**src/adc_port_params.svh**
```systemverilog
// Purpose: offsets, clock select codes, reset values and timing counts
// Assumes: 32-bit apb words, printed offsets are register indexes
// Notes: byte address is four times the index
`ifndef ADC_PORT_PARAMS_SVH
`define ADC_PORT_PARAMS_SVH
`define IDX_PORT_A_PINS 8'h05
`define IDX_CTRL_A 8'h08
`define IDX_INTCTL 8'h0B
`define IDX_INTCTL_HI 8'h8B
`define IDX_PFLAGS 8'h0C
`define IDX_RESULT_B 8'h1E
`define IDX_CTRL_B 8'h1F
`define IDX_PORT_A_DIR 8'h85
`define IDX_PINCFG_A 8'h88
`define IDX_RESULT_A 8'h89
`define IDX_PENABLES 8'h8C
`define IDX_PINCFG_B 8'h9F
`define IDX_VARIANT 8'hC0
`define DIR_RESET 5'h1F
`define CTRL_RESET 8'h00
`define CLK_HZ 25000000
`define RC_PERIOD_NS 4000
`define RC_CYCLES ((`RC_PERIOD_NS * 25) / 1000)
`define DIV_SEL_2 2'h0
`define DIV_SEL_8 2'h1
`define DIV_SEL_32 2'h2
`define DIV_SEL_RC 2'h3
`define CONV_HALF_PERIODS 5'h13
`endif

```
**src/adc_port_pkg.sv**
```systemverilog
// Purpose: types for the converter control block
// Assumes: constants live in adc_port_params.svh
// Notes: none
package adc_port_pkg;
   typedef enum logic [1:0] {
      ST_IDLE = 2'b00,
      ST_CONVERT = 2'b01
   } conv_state_t;
   typedef struct packed {
      logic [1:0] clock_select;
      logic [2:0] channel;
      logic go_done;
      logic done_flag_a;
      logic module_on;
   } conv_ctrl_t;
endpackage

```
**src/adc_port_clock_control.sv**
```systemverilog
// Purpose: converter control, pin configuration and clock selection
// Assumes: the analog sampler outputs an 8-bit code for the selected pin
// Notes: variant input chooses first (0) or second (1) register layout
//
// Function
// [RL1] software sets direction bit to input on pins it will convert
// [RL2] an output-driven analog pin converts its own driven level
// [RL3] conversion proceeds regardless of channel select and direction bits
// [RL4] port data reads zero on every pin configured as analog input
// [RL5] a digital input pin can still be selected and converted
// [RL6] clock select: 00 2 osc, 01 8 osc, 10 32 osc, 11 rc
// [RL7] rc clock gives a per-bit period of about 4 us
// [RL8] above 1 MHz software uses rc clock only in sleep
// [RL9] software avoids dividers yielding per-bit period below minimum
// [RL10] software picks faster clock when per-bit period is very long
// [RL11] first variant control layout, bit 5 unused, resets zero
// [RL12] second variant control layout, bit 1 unused, resets zero
// [RL13] second variant flag and enable at bit 6 of peripheral registers
// [RL14] first variant irq enable is bit 6 of mirrored interrupt control
// [RL15] two-bit port configuration field resets to 00 on every reset
// [RL16] result register undefined at power-on, kept over other resets
// [RL17] unimplemented converter register bits read zero
// [RL18] five direction bits reset to ones on every reset
// [RL19] on completion load result, clear go/done, set done flag
// [RL20] one conversion lasts nine and a half per-bit periods
// [RL21] software picks per-bit period of at least 1.6 us
// [RL22] software waits two per-bit periods before next acquisition
// [RL23] go/done write with module on starts and holds until done
// [RL24] clearing module on stops clock and sequencing, result kept
//
// The APB interface to the registers was left to the implementer.
`timescale 1ns/100ps
`include "adc_port_params.svh"
module adc_port_clock_control (
   input wire logic pclk,
   input wire logic presetn,
   input wire logic por_n,
   input wire logic variant,
   input wire logic psel,
   input wire logic penable,
   input wire logic pwrite,
   input wire logic [31:0] paddr,
   input wire logic [31:0] pwdata,
   output logic [31:0] prdata,
   output logic pready,
   output logic pslverr,
   input wire logic [4:0] pin_in,
   output logic [4:0] pin_out,
   output logic [4:0] pin_oe,
   output logic [2:0] sample_channel,
   input wire logic [7:0] sample_code,
   output logic conv_active
);
   logic [4:0] pin_s1, pin_s2, pin_s3;
   logic [4:0] port_latch, next_port_latch;
   logic [4:0] dir, next_dir;
   adc_port_pkg::conv_ctrl_t ctrl, next_ctrl;
   logic [1:0] pcfg, next_pcfg;
   logic [7:0] intctl, next_intctl;
   logic pflag, next_pflag;
   logic pen, next_pen;
   logic [7:0] result, next_result;
   adc_port_pkg::conv_state_t state, next_state;
   logic [7:0] div_cnt, next_div_cnt;
   logic [4:0] half_cnt, next_half_cnt;
   logic [31:0] next_prdata;
   logic [4:0] analog_mask;
   logic [4:0] pin_view;
   logic [7:0] tick_div;
   logic [7:0] idx;
   logic wr, rd, tick, done_evt, start;
   logic [7:0] ctrl_a_rd, ctrl_b_rd;
   logic [4:0] port_out, next_port_out;

   assign idx = paddr[9:2];
   assign wr = psel && penable && pwrite;
   assign rd = psel && !penable && !pwrite;

   // pins from outside: three stages, change taken when stages 2 and 3 agree
   always_ff @(posedge pclk or negedge presetn) begin
      if (!presetn) begin
         pin_s1 <= 5'h00;
         pin_s2 <= 5'h00;
         pin_s3 <= 5'h00;
         port_latch <= 5'h00;
      end else begin
         pin_s1 <= pin_in;
         pin_s2 <= pin_s1;
         pin_s3 <= pin_s2;
         port_latch <= next_port_latch;
      end
   end
   always_comb begin
      next_port_latch = port_latch;
      for (int i = 0; i < 5; i++) begin
         if (pin_s2[i] == pin_s3[i]) begin
            next_port_latch[i] = pin_s3[i];
         end
      end
   end

   // analog pins by configuration field; ra4 is always digital
   always_comb begin
      unique case (pcfg)
         2'h0: analog_mask = 5'h0F;
         2'h1: analog_mask = 5'h0F;
         2'h2: analog_mask = 5'h03;
         2'h3: analog_mask = 5'h00;
      endcase
   end
   // output pins read back their driven level
   assign pin_view = (port_latch & dir) | (pin_out & ~dir);

   // conversion clock divider; rc source approximated by a fixed count
   always_comb begin
      unique case (ctrl.clock_select) // RL6
         `DIV_SEL_2: tick_div = 8'h01;
         `DIV_SEL_8: tick_div = 8'h04;
         `DIV_SEL_32: tick_div = 8'h10;
         `DIV_SEL_RC: tick_div = 8'(`RC_CYCLES / 2); // RL7
      endcase
   end
   // tick is a half per-bit period so 9.5 periods is a whole count
   // at or past the end: a slower-to-faster select change mid-run must not wrap through 255
   assign tick = ctrl.module_on && (div_cnt >= tick_div - 8'h01); // RL24
   assign start = wr && ((idx == `IDX_CTRL_A && !variant) || (idx == `IDX_CTRL_B && variant))
      && pwdata[2] && pwdata[0] && state == adc_port_pkg::ST_IDLE; // RL23
   assign done_evt = state == adc_port_pkg::ST_CONVERT && tick
      && half_cnt == `CONV_HALF_PERIODS - 5'h01; // RL20

   always_comb begin
      next_state = state;
      next_div_cnt = ctrl.module_on ? (tick ? 8'h00 : div_cnt + 8'h01) : 8'h00; // RL24
      next_half_cnt = half_cnt;
      unique case (state)
         adc_port_pkg::ST_IDLE: begin
            next_half_cnt = 5'h00;
            if (start) begin
               next_state = adc_port_pkg::ST_CONVERT; // RL3
               next_div_cnt = 8'h00;
            end
         end
         adc_port_pkg::ST_CONVERT: begin
            if (!ctrl.module_on) begin
               next_state = adc_port_pkg::ST_IDLE; // RL24
            end else if (done_evt) begin
               next_state = adc_port_pkg::ST_IDLE;
            end else if (tick) begin
               next_half_cnt = half_cnt + 5'h01;
            end
         end
         default: next_state = adc_port_pkg::ST_IDLE;
      endcase
   end

   // register writes and completion effects
   always_comb begin
      next_dir = dir;
      next_ctrl = ctrl;
      next_pcfg = pcfg;
      next_intctl = intctl;
      next_pflag = pflag;
      next_pen = pen;
      next_result = result;
      next_port_out = port_out;
      if (wr) begin
         unique case (idx)
            `IDX_PORT_A_PINS: next_port_out = pwdata[4:0];
            `IDX_PORT_A_DIR: next_dir = pwdata[4:0];
            `IDX_INTCTL, `IDX_INTCTL_HI: next_intctl = pwdata[7:0]; // RL14
            `IDX_CTRL_A: if (!variant) begin
               next_ctrl.clock_select = pwdata[7:6]; // RL11
               next_ctrl.channel = {1'b0, pwdata[4:3]};
               next_ctrl.go_done = ctrl.go_done | (pwdata[2] & pwdata[0]);
               next_ctrl.done_flag_a = pwdata[1];
               next_ctrl.module_on = pwdata[0];
            end
            `IDX_CTRL_B: if (variant) begin
               next_ctrl.clock_select = pwdata[7:6]; // RL12
               next_ctrl.channel = pwdata[5:3];
               next_ctrl.go_done = ctrl.go_done | (pwdata[2] & pwdata[0]);
               next_ctrl.module_on = pwdata[0];
            end
            `IDX_PINCFG_A: if (!variant) next_pcfg = pwdata[1:0]; // RL15
            `IDX_PINCFG_B: if (variant) next_pcfg = pwdata[1:0]; // RL15
            `IDX_PFLAGS: if (variant) next_pflag = pwdata[6]; // RL13
            `IDX_PENABLES: if (variant) next_pen = pwdata[6]; // RL13
            `IDX_RESULT_A, `IDX_RESULT_B: next_result = pwdata[7:0];
            default: next_result = result;
         endcase
      end
      // software clear of go/done aborts nothing once module is off
      if (!ctrl.module_on && !next_ctrl.module_on) begin
         next_ctrl.go_done = 1'b0; // RL24
      end
      // completion wins over a same-cycle software clear
      if (done_evt) begin
         next_result = sample_code; // RL19 RL2 RL5
         next_ctrl.go_done = 1'b0; // RL19
         if (variant) begin
            next_pflag = 1'b1; // RL13
         end else begin
            next_ctrl.done_flag_a = 1'b1; // RL19
         end
      end
   end

   assign ctrl_a_rd = {ctrl.clock_select, 1'b0, ctrl.channel[1:0], ctrl.go_done,
      ctrl.done_flag_a, ctrl.module_on}; // RL17
   assign ctrl_b_rd = {ctrl.clock_select, ctrl.channel, ctrl.go_done, 1'b0,
      ctrl.module_on}; // RL17

   always_comb begin
      next_prdata = 32'h0000_0000; // RL17
      if (rd) begin
         unique case (idx)
            `IDX_PORT_A_PINS: next_prdata = {27'h0, pin_view & ~analog_mask}; // RL4
            `IDX_PORT_A_DIR: next_prdata = {27'h0, dir};
            `IDX_INTCTL, `IDX_INTCTL_HI: next_prdata = {24'h0, intctl};
            `IDX_CTRL_A: if (!variant) next_prdata = {24'h0, ctrl_a_rd};
            `IDX_CTRL_B: if (variant) next_prdata = {24'h0, ctrl_b_rd};
            `IDX_PINCFG_A: if (!variant) next_prdata = {30'h0, pcfg};
            `IDX_PINCFG_B: if (variant) next_prdata = {30'h0, pcfg};
            `IDX_PFLAGS: if (variant) next_prdata = {25'h0, pflag, 6'h00};
            `IDX_PENABLES: if (variant) next_prdata = {25'h0, pen, 6'h00};
            `IDX_RESULT_A: if (!variant) next_prdata = {24'h0, result};
            `IDX_RESULT_B: if (variant) next_prdata = {24'h0, result};
            `IDX_VARIANT: next_prdata = {31'h0, variant};
            default: next_prdata = 32'h0000_0000;
         endcase
      end else begin
         next_prdata = prdata;
      end
   end

   always_ff @(posedge pclk or negedge presetn) begin
      if (!presetn) begin
         dir <= `DIR_RESET; // RL18
         ctrl <= `CTRL_RESET; // RL11 RL12
         pcfg <= 2'h0; // RL15
         intctl <= 8'h00;
         pflag <= 1'b0;
         pen <= 1'b0;
         port_out <= 5'h00;
         state <= adc_port_pkg::ST_IDLE;
         div_cnt <= 8'h00;
         half_cnt <= 5'h00;
         prdata <= 32'h0000_0000;
         pready <= 1'b0;
         pslverr <= 1'b0;
         pin_out <= 5'h00;
         pin_oe <= 5'h00;
         sample_channel <= 3'h0;
         conv_active <= 1'b0;
      end else begin
         dir <= next_dir;
         ctrl <= next_ctrl;
         pcfg <= next_pcfg;
         intctl <= next_intctl;
         pflag <= next_pflag;
         pen <= next_pen;
         port_out <= next_port_out;
         state <= next_state;
         div_cnt <= next_div_cnt;
         half_cnt <= next_half_cnt;
         prdata <= next_prdata;
         pready <= psel && !penable;
         pslverr <= 1'b0;
         pin_out <= next_port_out;
         pin_oe <= ~next_dir;
         sample_channel <= next_ctrl.channel; // RL3
         conv_active <= next_state == adc_port_pkg::ST_CONVERT;
      end
   end

   // result has no reset: undefined at power-on, kept across other resets
   always_ff @(posedge pclk) begin
      result <= next_result; // RL16
   end

   // result has no reset, so the hold check waits for a first known value
   logic result_known, next_result_known;
   always_comb begin
      next_result_known = result_known;
      if (done_evt || (wr && (idx == `IDX_RESULT_A || idx == `IDX_RESULT_B))) begin
         next_result_known = 1'b1;
      end
   end
   always_ff @(posedge pclk or negedge presetn) begin
      if (!presetn) begin
         result_known <= 1'b0;
      end else begin
         result_known <= next_result_known;
      end
   end

   // conversion start, completion, holds, module off and counter ranges
   AST_DONE_CLEARS: assert property (@(posedge pclk) disable iff (!presetn)
      done_evt |=> !ctrl.go_done) else $error("go/done not cleared"); // RL19
   AST_DONE_LOADS: assert property (@(posedge pclk) disable iff (!presetn)
      done_evt |=> result == $past(sample_code)) else $error("result not loaded"); // RL19
   AST_FLAG_SET: assert property (@(posedge pclk) disable iff (!presetn)
      done_evt && variant |=> pflag) else $error("done flag not set"); // RL13
   AST_OFF_STOPS: assert property (@(posedge pclk) disable iff (!presetn)
      !ctrl.module_on |=> div_cnt == 8'h00) else $error("clock runs while off"); // RL24
   AST_START: assert property (@(posedge pclk) disable iff (!presetn)
      start |=> ctrl.go_done && state == adc_port_pkg::ST_CONVERT) else $error("no start"); // RL23
   AST_HOLD_RESULT: assert property (@(posedge pclk) disable iff (!presetn)
      result_known && !done_evt && !wr |=> $stable(result)) else $error("result changed"); // RL24
   AST_FLAG_A_SET: assert property (@(posedge pclk) disable iff (!presetn)
      done_evt && !variant |=> ctrl.done_flag_a)
      else $error("first layout done flag not set"); // RL19
   AST_GO_HOLDS: assert property (@(posedge pclk) disable iff (!presetn)
      state == adc_port_pkg::ST_CONVERT && ctrl.module_on |-> ctrl.go_done)
      else $error("go/done dropped mid conversion"); // RL23
   AST_HALF_BOUND: assert property (@(posedge pclk) disable iff (!presetn)
      state == adc_port_pkg::ST_CONVERT |-> half_cnt < `CONV_HALF_PERIODS)
      else $error("half tick count overran"); // RL20
   AST_TICK_OFF: assert property (@(posedge pclk) disable iff (!presetn)
      !ctrl.module_on |-> !tick)
      else $error("tick while module off"); // RL24
   AST_DIV_RANGE: assert property (@(posedge pclk) disable iff (!presetn)
      ctrl.module_on && $stable(ctrl.clock_select) |-> div_cnt < tick_div)
      else $error("divider count out of range"); // RL6

   // reset values, seen at the first edge after release
   AST_DIR_RESET: assert property (@(posedge pclk) disable iff (!presetn)
      $rose(presetn) |-> dir == `DIR_RESET)
      else $error("direction reset wrong"); // RL18
   AST_PCFG_RESET: assert property (@(posedge pclk) disable iff (!presetn)
      $rose(presetn) |-> pcfg == 2'h0)
      else $error("port configuration reset wrong"); // RL15
   AST_CTRL_RESET: assert property (@(posedge pclk) disable iff (!presetn)
      $rose(presetn) |-> ctrl == `CTRL_RESET)
      else $error("control reset wrong"); // RL11

   // pins, channel, outputs and register access
   AST_PIN_OE: assert property (@(posedge pclk) disable iff (!presetn)
      pin_oe == ~dir)
      else $error("output enable disagrees with direction"); // RL2
   AST_PIN_OUT: assert property (@(posedge pclk) disable iff (!presetn)
      pin_out == port_out)
      else $error("pin output disagrees with port data"); // RL2
   AST_CHANNEL: assert property (@(posedge pclk) disable iff (!presetn)
      sample_channel == ctrl.channel)
      else $error("sampled channel disagrees with select"); // RL3
   AST_ACTIVE: assert property (@(posedge pclk) disable iff (!presetn)
      conv_active == (state == adc_port_pkg::ST_CONVERT))
      else $error("active flag disagrees with state"); // RL23
   AST_PEN_HIDDEN: assert property (@(posedge pclk) disable iff (!presetn)
      wr && idx == `IDX_PENABLES && !variant |=> $stable(pen))
      else $error("hidden enable register written"); // RL13
   AST_BIT1_ZERO_B: assert property (@(posedge pclk) disable iff (!presetn)
      rd && idx == `IDX_CTRL_B |=> prdata[1] == 1'b0)
      else $error("second layout unused bit set"); // RL17
   AST_ANALOG_ZERO: assert property (@(posedge pclk) disable iff (!presetn)
      rd && idx == `IDX_PORT_A_PINS |=> (prdata[4:0] & $past(analog_mask)) == 5'h00)
      else $error("analog pin read nonzero"); // RL4
   AST_BIT_ZERO: assert property (@(posedge pclk) disable iff (!presetn)
      rd && idx == `IDX_CTRL_A |=> prdata[5] == 1'b0) else $error("unused bit set"); // RL17
   COV_CONV: cover property (@(posedge pclk) disable iff (!presetn) done_evt);
   COV_OFF: cover property (@(posedge pclk) disable iff (!presetn)
      state == adc_port_pkg::ST_CONVERT && !ctrl.module_on);
   COV_RC: cover property (@(posedge pclk) disable iff (!presetn)
      done_evt && ctrl.clock_select == `DIV_SEL_RC);
   COV_VARIANT_B: cover property (@(posedge pclk) disable iff (!presetn)
      done_evt && variant);
   COV_DRIVEN_PIN: cover property (@(posedge pclk) disable iff (!presetn)
      done_evt && pin_oe[0] && sample_channel == 3'h0);
endmodule

```
**config.mk**
```make
export PLATFORM = sky130hd
export DESIGN_NAME = adc_port_clock_control
export DESIGN_NICKNAME = d
export VERILOG_FILES = /design/src/adc_port_pkg.sv /design/src/adc_port_clock_control.sv
export VERILOG_INCLUDE_DIRS = /design/src
export SDC_FILE = /design/constraint.sdc
export NUM_CORES = 1
export LEC_CHECK = 0
export BUFFER_PORTS_ARGS = -buffer_cell sky130_fd_sc_hd__buf_2
export CORE_UTILIZATION = 55
export CTS_BUF_LIST = sky130_fd_sc_hd__clkbuf_8
export DETAILED_ROUTE_END_ITERATION = 10
export PLACE_DENSITY = 0.85
export SETUP_SLACK_MARGIN = 0.05
export SKIP_LAST_GASP = 1
export SLEW_MARGIN = 10
export SYNTH_ARGS = -nofsm -noshare
export SYNTH_HDL_FRONTEND = slang
export SYNTH_SLANG_ARGS = --single-unit
```
**constraint.sdc**
```tcl
create_clock -name pclk -period 5.75 [get_ports pclk]
set_input_delay 1.15 -clock pclk [delete_from_list [all_inputs] [get_ports pclk]]
set_output_delay 1.15 -clock pclk [all_outputs]
set_load 0.01 [all_outputs]
```
==> parameters.txt <==
Parameter                              Value

Outcome
  Outcome    finished clean

Run
  Maxcap violations    0

CTS
  Clk_lat worst skew    0.36 ns
  Root Buffer Master    clkbuf_8
  Quantity of gates resized following cts    0
  Number of sinks handled by clock tree synthesis    88
  Hold buffers post-CTS    0
  Number of H-tree branching levels    3
  Inserted Clock Buffers    9
  Maximum clock insertion buffer count    2
  CTS tree    yes
  Number of setup buffers added after CTS    0
  Clk slew on worst S/H paths    0.09 ns

Worst setup path
  Data arrival time at the worst-slack endpoint    3.30 ns
  Cells along the critical path    inv_1 > ha_1 > inv_1 > ha_1 > nand2b_1 > a2111oi_0 > or3_1 > a21o_1 > nand2_1
  Reg2Reg Setup Slack    2.45 ns
  Startpoint of the most critical register-to-register path    ctrl[6]
  Endpoint type of the worst setup path    register
  Timing startpoint of the critical path    ctrl[6]
  R2r worst-path depth    9
  Kind of cell with the highest combined delay on the critical path    compound AO/OA/AOI/OAI gates
  Required time of the critical path    5.75 ns
  Peak per-stage delay on the critical path    0.54 ns
  Buffer and inverter count on the worst path    2
  Slowest library cell on the worst path    a21o_1
  Critical path destination    result[6]
  End of the worst register-to-register path    result[6]
  Crit path depth    9
  Critical Path Source Type    register
  Crit Path Category    reg2reg
  Maximum fanout count along the critical path    14

Global route
  Global-route wire length before repair    14900 um
  Via count of the first global-routing pass    3102
  Number of antenna violations at the first check in global routing    0
  Grt total ovfl    0
  GRT Util Overall    23.3%
  Maximum number of pins on one net before global-route repair    81

Floorplan
  Core area    0.00769 sq mm
  Die height    91.1 um
  Width of the die    91.1 um
  Row count    32
  Die area    0.00829 sq mm
  Ports placed on the boundary    132
  Initial Utilization    56.8%

Finish
  Fraction of final layout cells sized beyond drive strength 1    27.9%
  Number of nets in the finished design    537
  Post-route cell area    0.00480 sq mm
  Filler cell count    616
  Area delta synth->final    9.98%
  Inserted Diodes    0
  Leading cell types in the layout, fill and taps excluded    dfrtp_1, buf_2, nand2_1
  Leading cell type in the layout, fill and taps excluded    dfrtp_1

Synthesis
  Synthesized instance count    388
  Total of flip-flops plus latches after synthesis    88
  Proportion of netlist area held by the largest area contributor    43.0%
  Post-synthesis async set-or-reset flop share    90.9%
  Share of the yosys chip area belonging to registers    51.5%
  Area of the mapped netlist    0.00436 sq mm
  Yosys warns    0
  Post-synth EDFFs    8
  Area leader, netlist    dfrtp_1
  Mean instance size in the synthesized netlist    11.2 sq um
  Unique cell type count in the Yosys netlist    65
  Cell types occupying the most area after synthesis    dfrtp_1, mux2_2, edfxtp_1
  Dominant synthesized flop cell    dfrtp_1

Pwr
  Pwr dens    250 mW/mm^2
  Part of the power in the clock network    36.4%
  Pleak    2.26 nW
  Proportion of power drawn by combinational gates    8.4%
  Internal cell power    0.892 mW
  Reg power frac    55.2%
  VDD IR-drop max    0.120 mV
  Sum of internal, switching and leakage power    1.20 mW
  Net Sw Frac    25.6%
  Power dissipated by switching net loads    0.307 mW

Drt
  Overall via count from detail_route    3160
  Number of nets with antenna violations after detailed routing    0
  Total Routed Length    9100 um
  Drt first-iter violations    232
  Count of TritonRoute iterations in the first routing pass    6
  Vias per Instance    5.78
  Total DRC errors in the routed layout    0
  Average wire per cell in the routed design    16.6 um

STA
  Setup total negative slack    0 ns
  Worst-case headroom to the max-slew limit    33.8%
  Worst Hold Margin    0.353 ns
  Actual slew at the worst max-slew pin    0.985 ns
  Number of max-slew violations in the final report    0
  Post-layout min period    3.30 ns
  Fmax    303 MHz
  Count of final setup violators    0
  Setup slack after layout    2.45 ns
  Unrepaired setup endpoints after global routing    no
  Clk_skew    0.00738 ns
  Final worst-path cycle share    57.4%
  Final Hold Viols    0

Placement
  Number of I/O port buffers    57
  Weighted congestion reported at the end of routability-driven placement    0.823
  Placed instance area    0.00460 sq mm
  HPWL after DPL    6140 um
  Pre-CTS setup slack    2.20 ns

Worst hold path
  Worst hold path type    reg2reg
-- metal layers --
| layer | global-route usage, % | vias to the layer above | part of all wire (%) |
|---|---|---|---|
| li1 | - | 1443 | - |
| met1 | 29.6 | 1564 | 43 |
| met2 | 38.5 | 138 | 49 |
| met3 | 5.11 | 15 | 5.9 |
| met4 | 10.1 | 0 | 2.2 |
| met5 | 0 | - | 0 |
-- stage by stage --
| step | std cells | util (%) |
|---|---|---|
| 2_1_floorplan | 414 | - |
| 3_3_place_gp | 531 | 59.8 |
| 3_5_place_dp | 531 | 59.8 |
| 4_1_cts | 547 | 62.4 |
| 5_1_grt | 547 | 62.4 |
| 6_report | 547 | 62.4 |
-- sequential cells by signal, summed over array words and instances (netlist names), 2 cells and up --
| name | count |
|---|---|
| intctl | 8 |
| pin_s1 | 5 |
| port_latch | 5 |
| prdata | 8 |
| pin_s2 | 5 |
| half_cnt | 5 |
| state | 2 |
| dir | 5 |
| pcfg | 2 |
| ctrl | 8 |
| div_cnt | 8 |
| result | 8 |
| pin_s3 | 5 |
| pin_oe | 5 |
| port_out | 5 |
-- synth_stat cells (all sizes together), types with 2 or more instances --
library cell,n
dfrtp,75
nor3,13
dfstp,5
a22oi,3
nor4,2
a31oi,2
a2111o,3
and3,5
nand4,7
a221oi,2
o211ai,3
mux2i,7
xnor2,3
a2111oi,3
o22ai,2
buf,33
o21a,2
a311oi,3
nor3b,3
nand3,6
a21boi,2
a32oi,2
or2,2
maj3,5
a22o,2
mux2,32
a21o,4
inv,19
nand2,37
ha,13
a211oi,4
clkbuf,10
nor2,20
edfxtp,8
or4,2
nor2b,2
a211o,3
or3,3
nand2b,2
xor2,3
a21oi,9
o21ai,11
-- cell families after synthesis --
family | synth area share (%)
AND/OR/NAND/NOR | 12.8
flip-flops | 51.5
AO/OA/AOI/OAI | 11.4
buffers and inverters | 8.26
multiplexers | 9.86
adder cells (fa/ha/maj) | 4.87
XOR/XNOR | 1.20
other | 0.0859
-- power by group through the flow --
stage	combinational [mW]	sequential, mW	clock, mW
floorplan	0.0620	0.675	0
global placement	0.0968	0.673	0
detailed placement	0.100	0.674	0
CTS	0.101	0.662	0.445
global route	0.111	0.664	0.471
finish	0.101	0.662	0.437
-- worst min path at each step --
stage                         start   endpoint  slack [ns]  depth (start not counted)
after floorplan           pin_s1[0]  pin_s2[0]        0.33                          0
after global placement    pin_s1[2]  pin_s2[2]        0.33                          0
final                     pin_s1[1]  pin_s2[1]        0.35                          0
after global routing      pin_s1[3]  pin_s2[3]        0.36                          0
after detailed placement  pin_s1[3]  pin_s2[3]        0.34                          0
after CTS                 pin_s1[3]  pin_s2[3]        0.36                          0
-- cell type report --
cell class / instances / area, sq um / area share [%]
multi-input combinational: 264 / 1850 / 38.6
inverter: 19 / 71.3 / 1.49
clock buffer: 9 / 124 / 2.58
timing repair buffer: 58 / 295 / 6.15
clock inverter: 7 / 80.1 / 1.67
tap: 102 / 128 / 2.66
sequential: 88 / 2250 / 46.8
-- worst reg2reg max path, delay by kind of cell (launching register included) --
family	cells	cell delay (ns)
compound gates	2	1.06
fa+ha+maj	2	0.40
buf+inv	2	0.15
flops	1	0.43
simple gates	3	0.91
No activity file was read; power rests on OpenSTA's default activity.
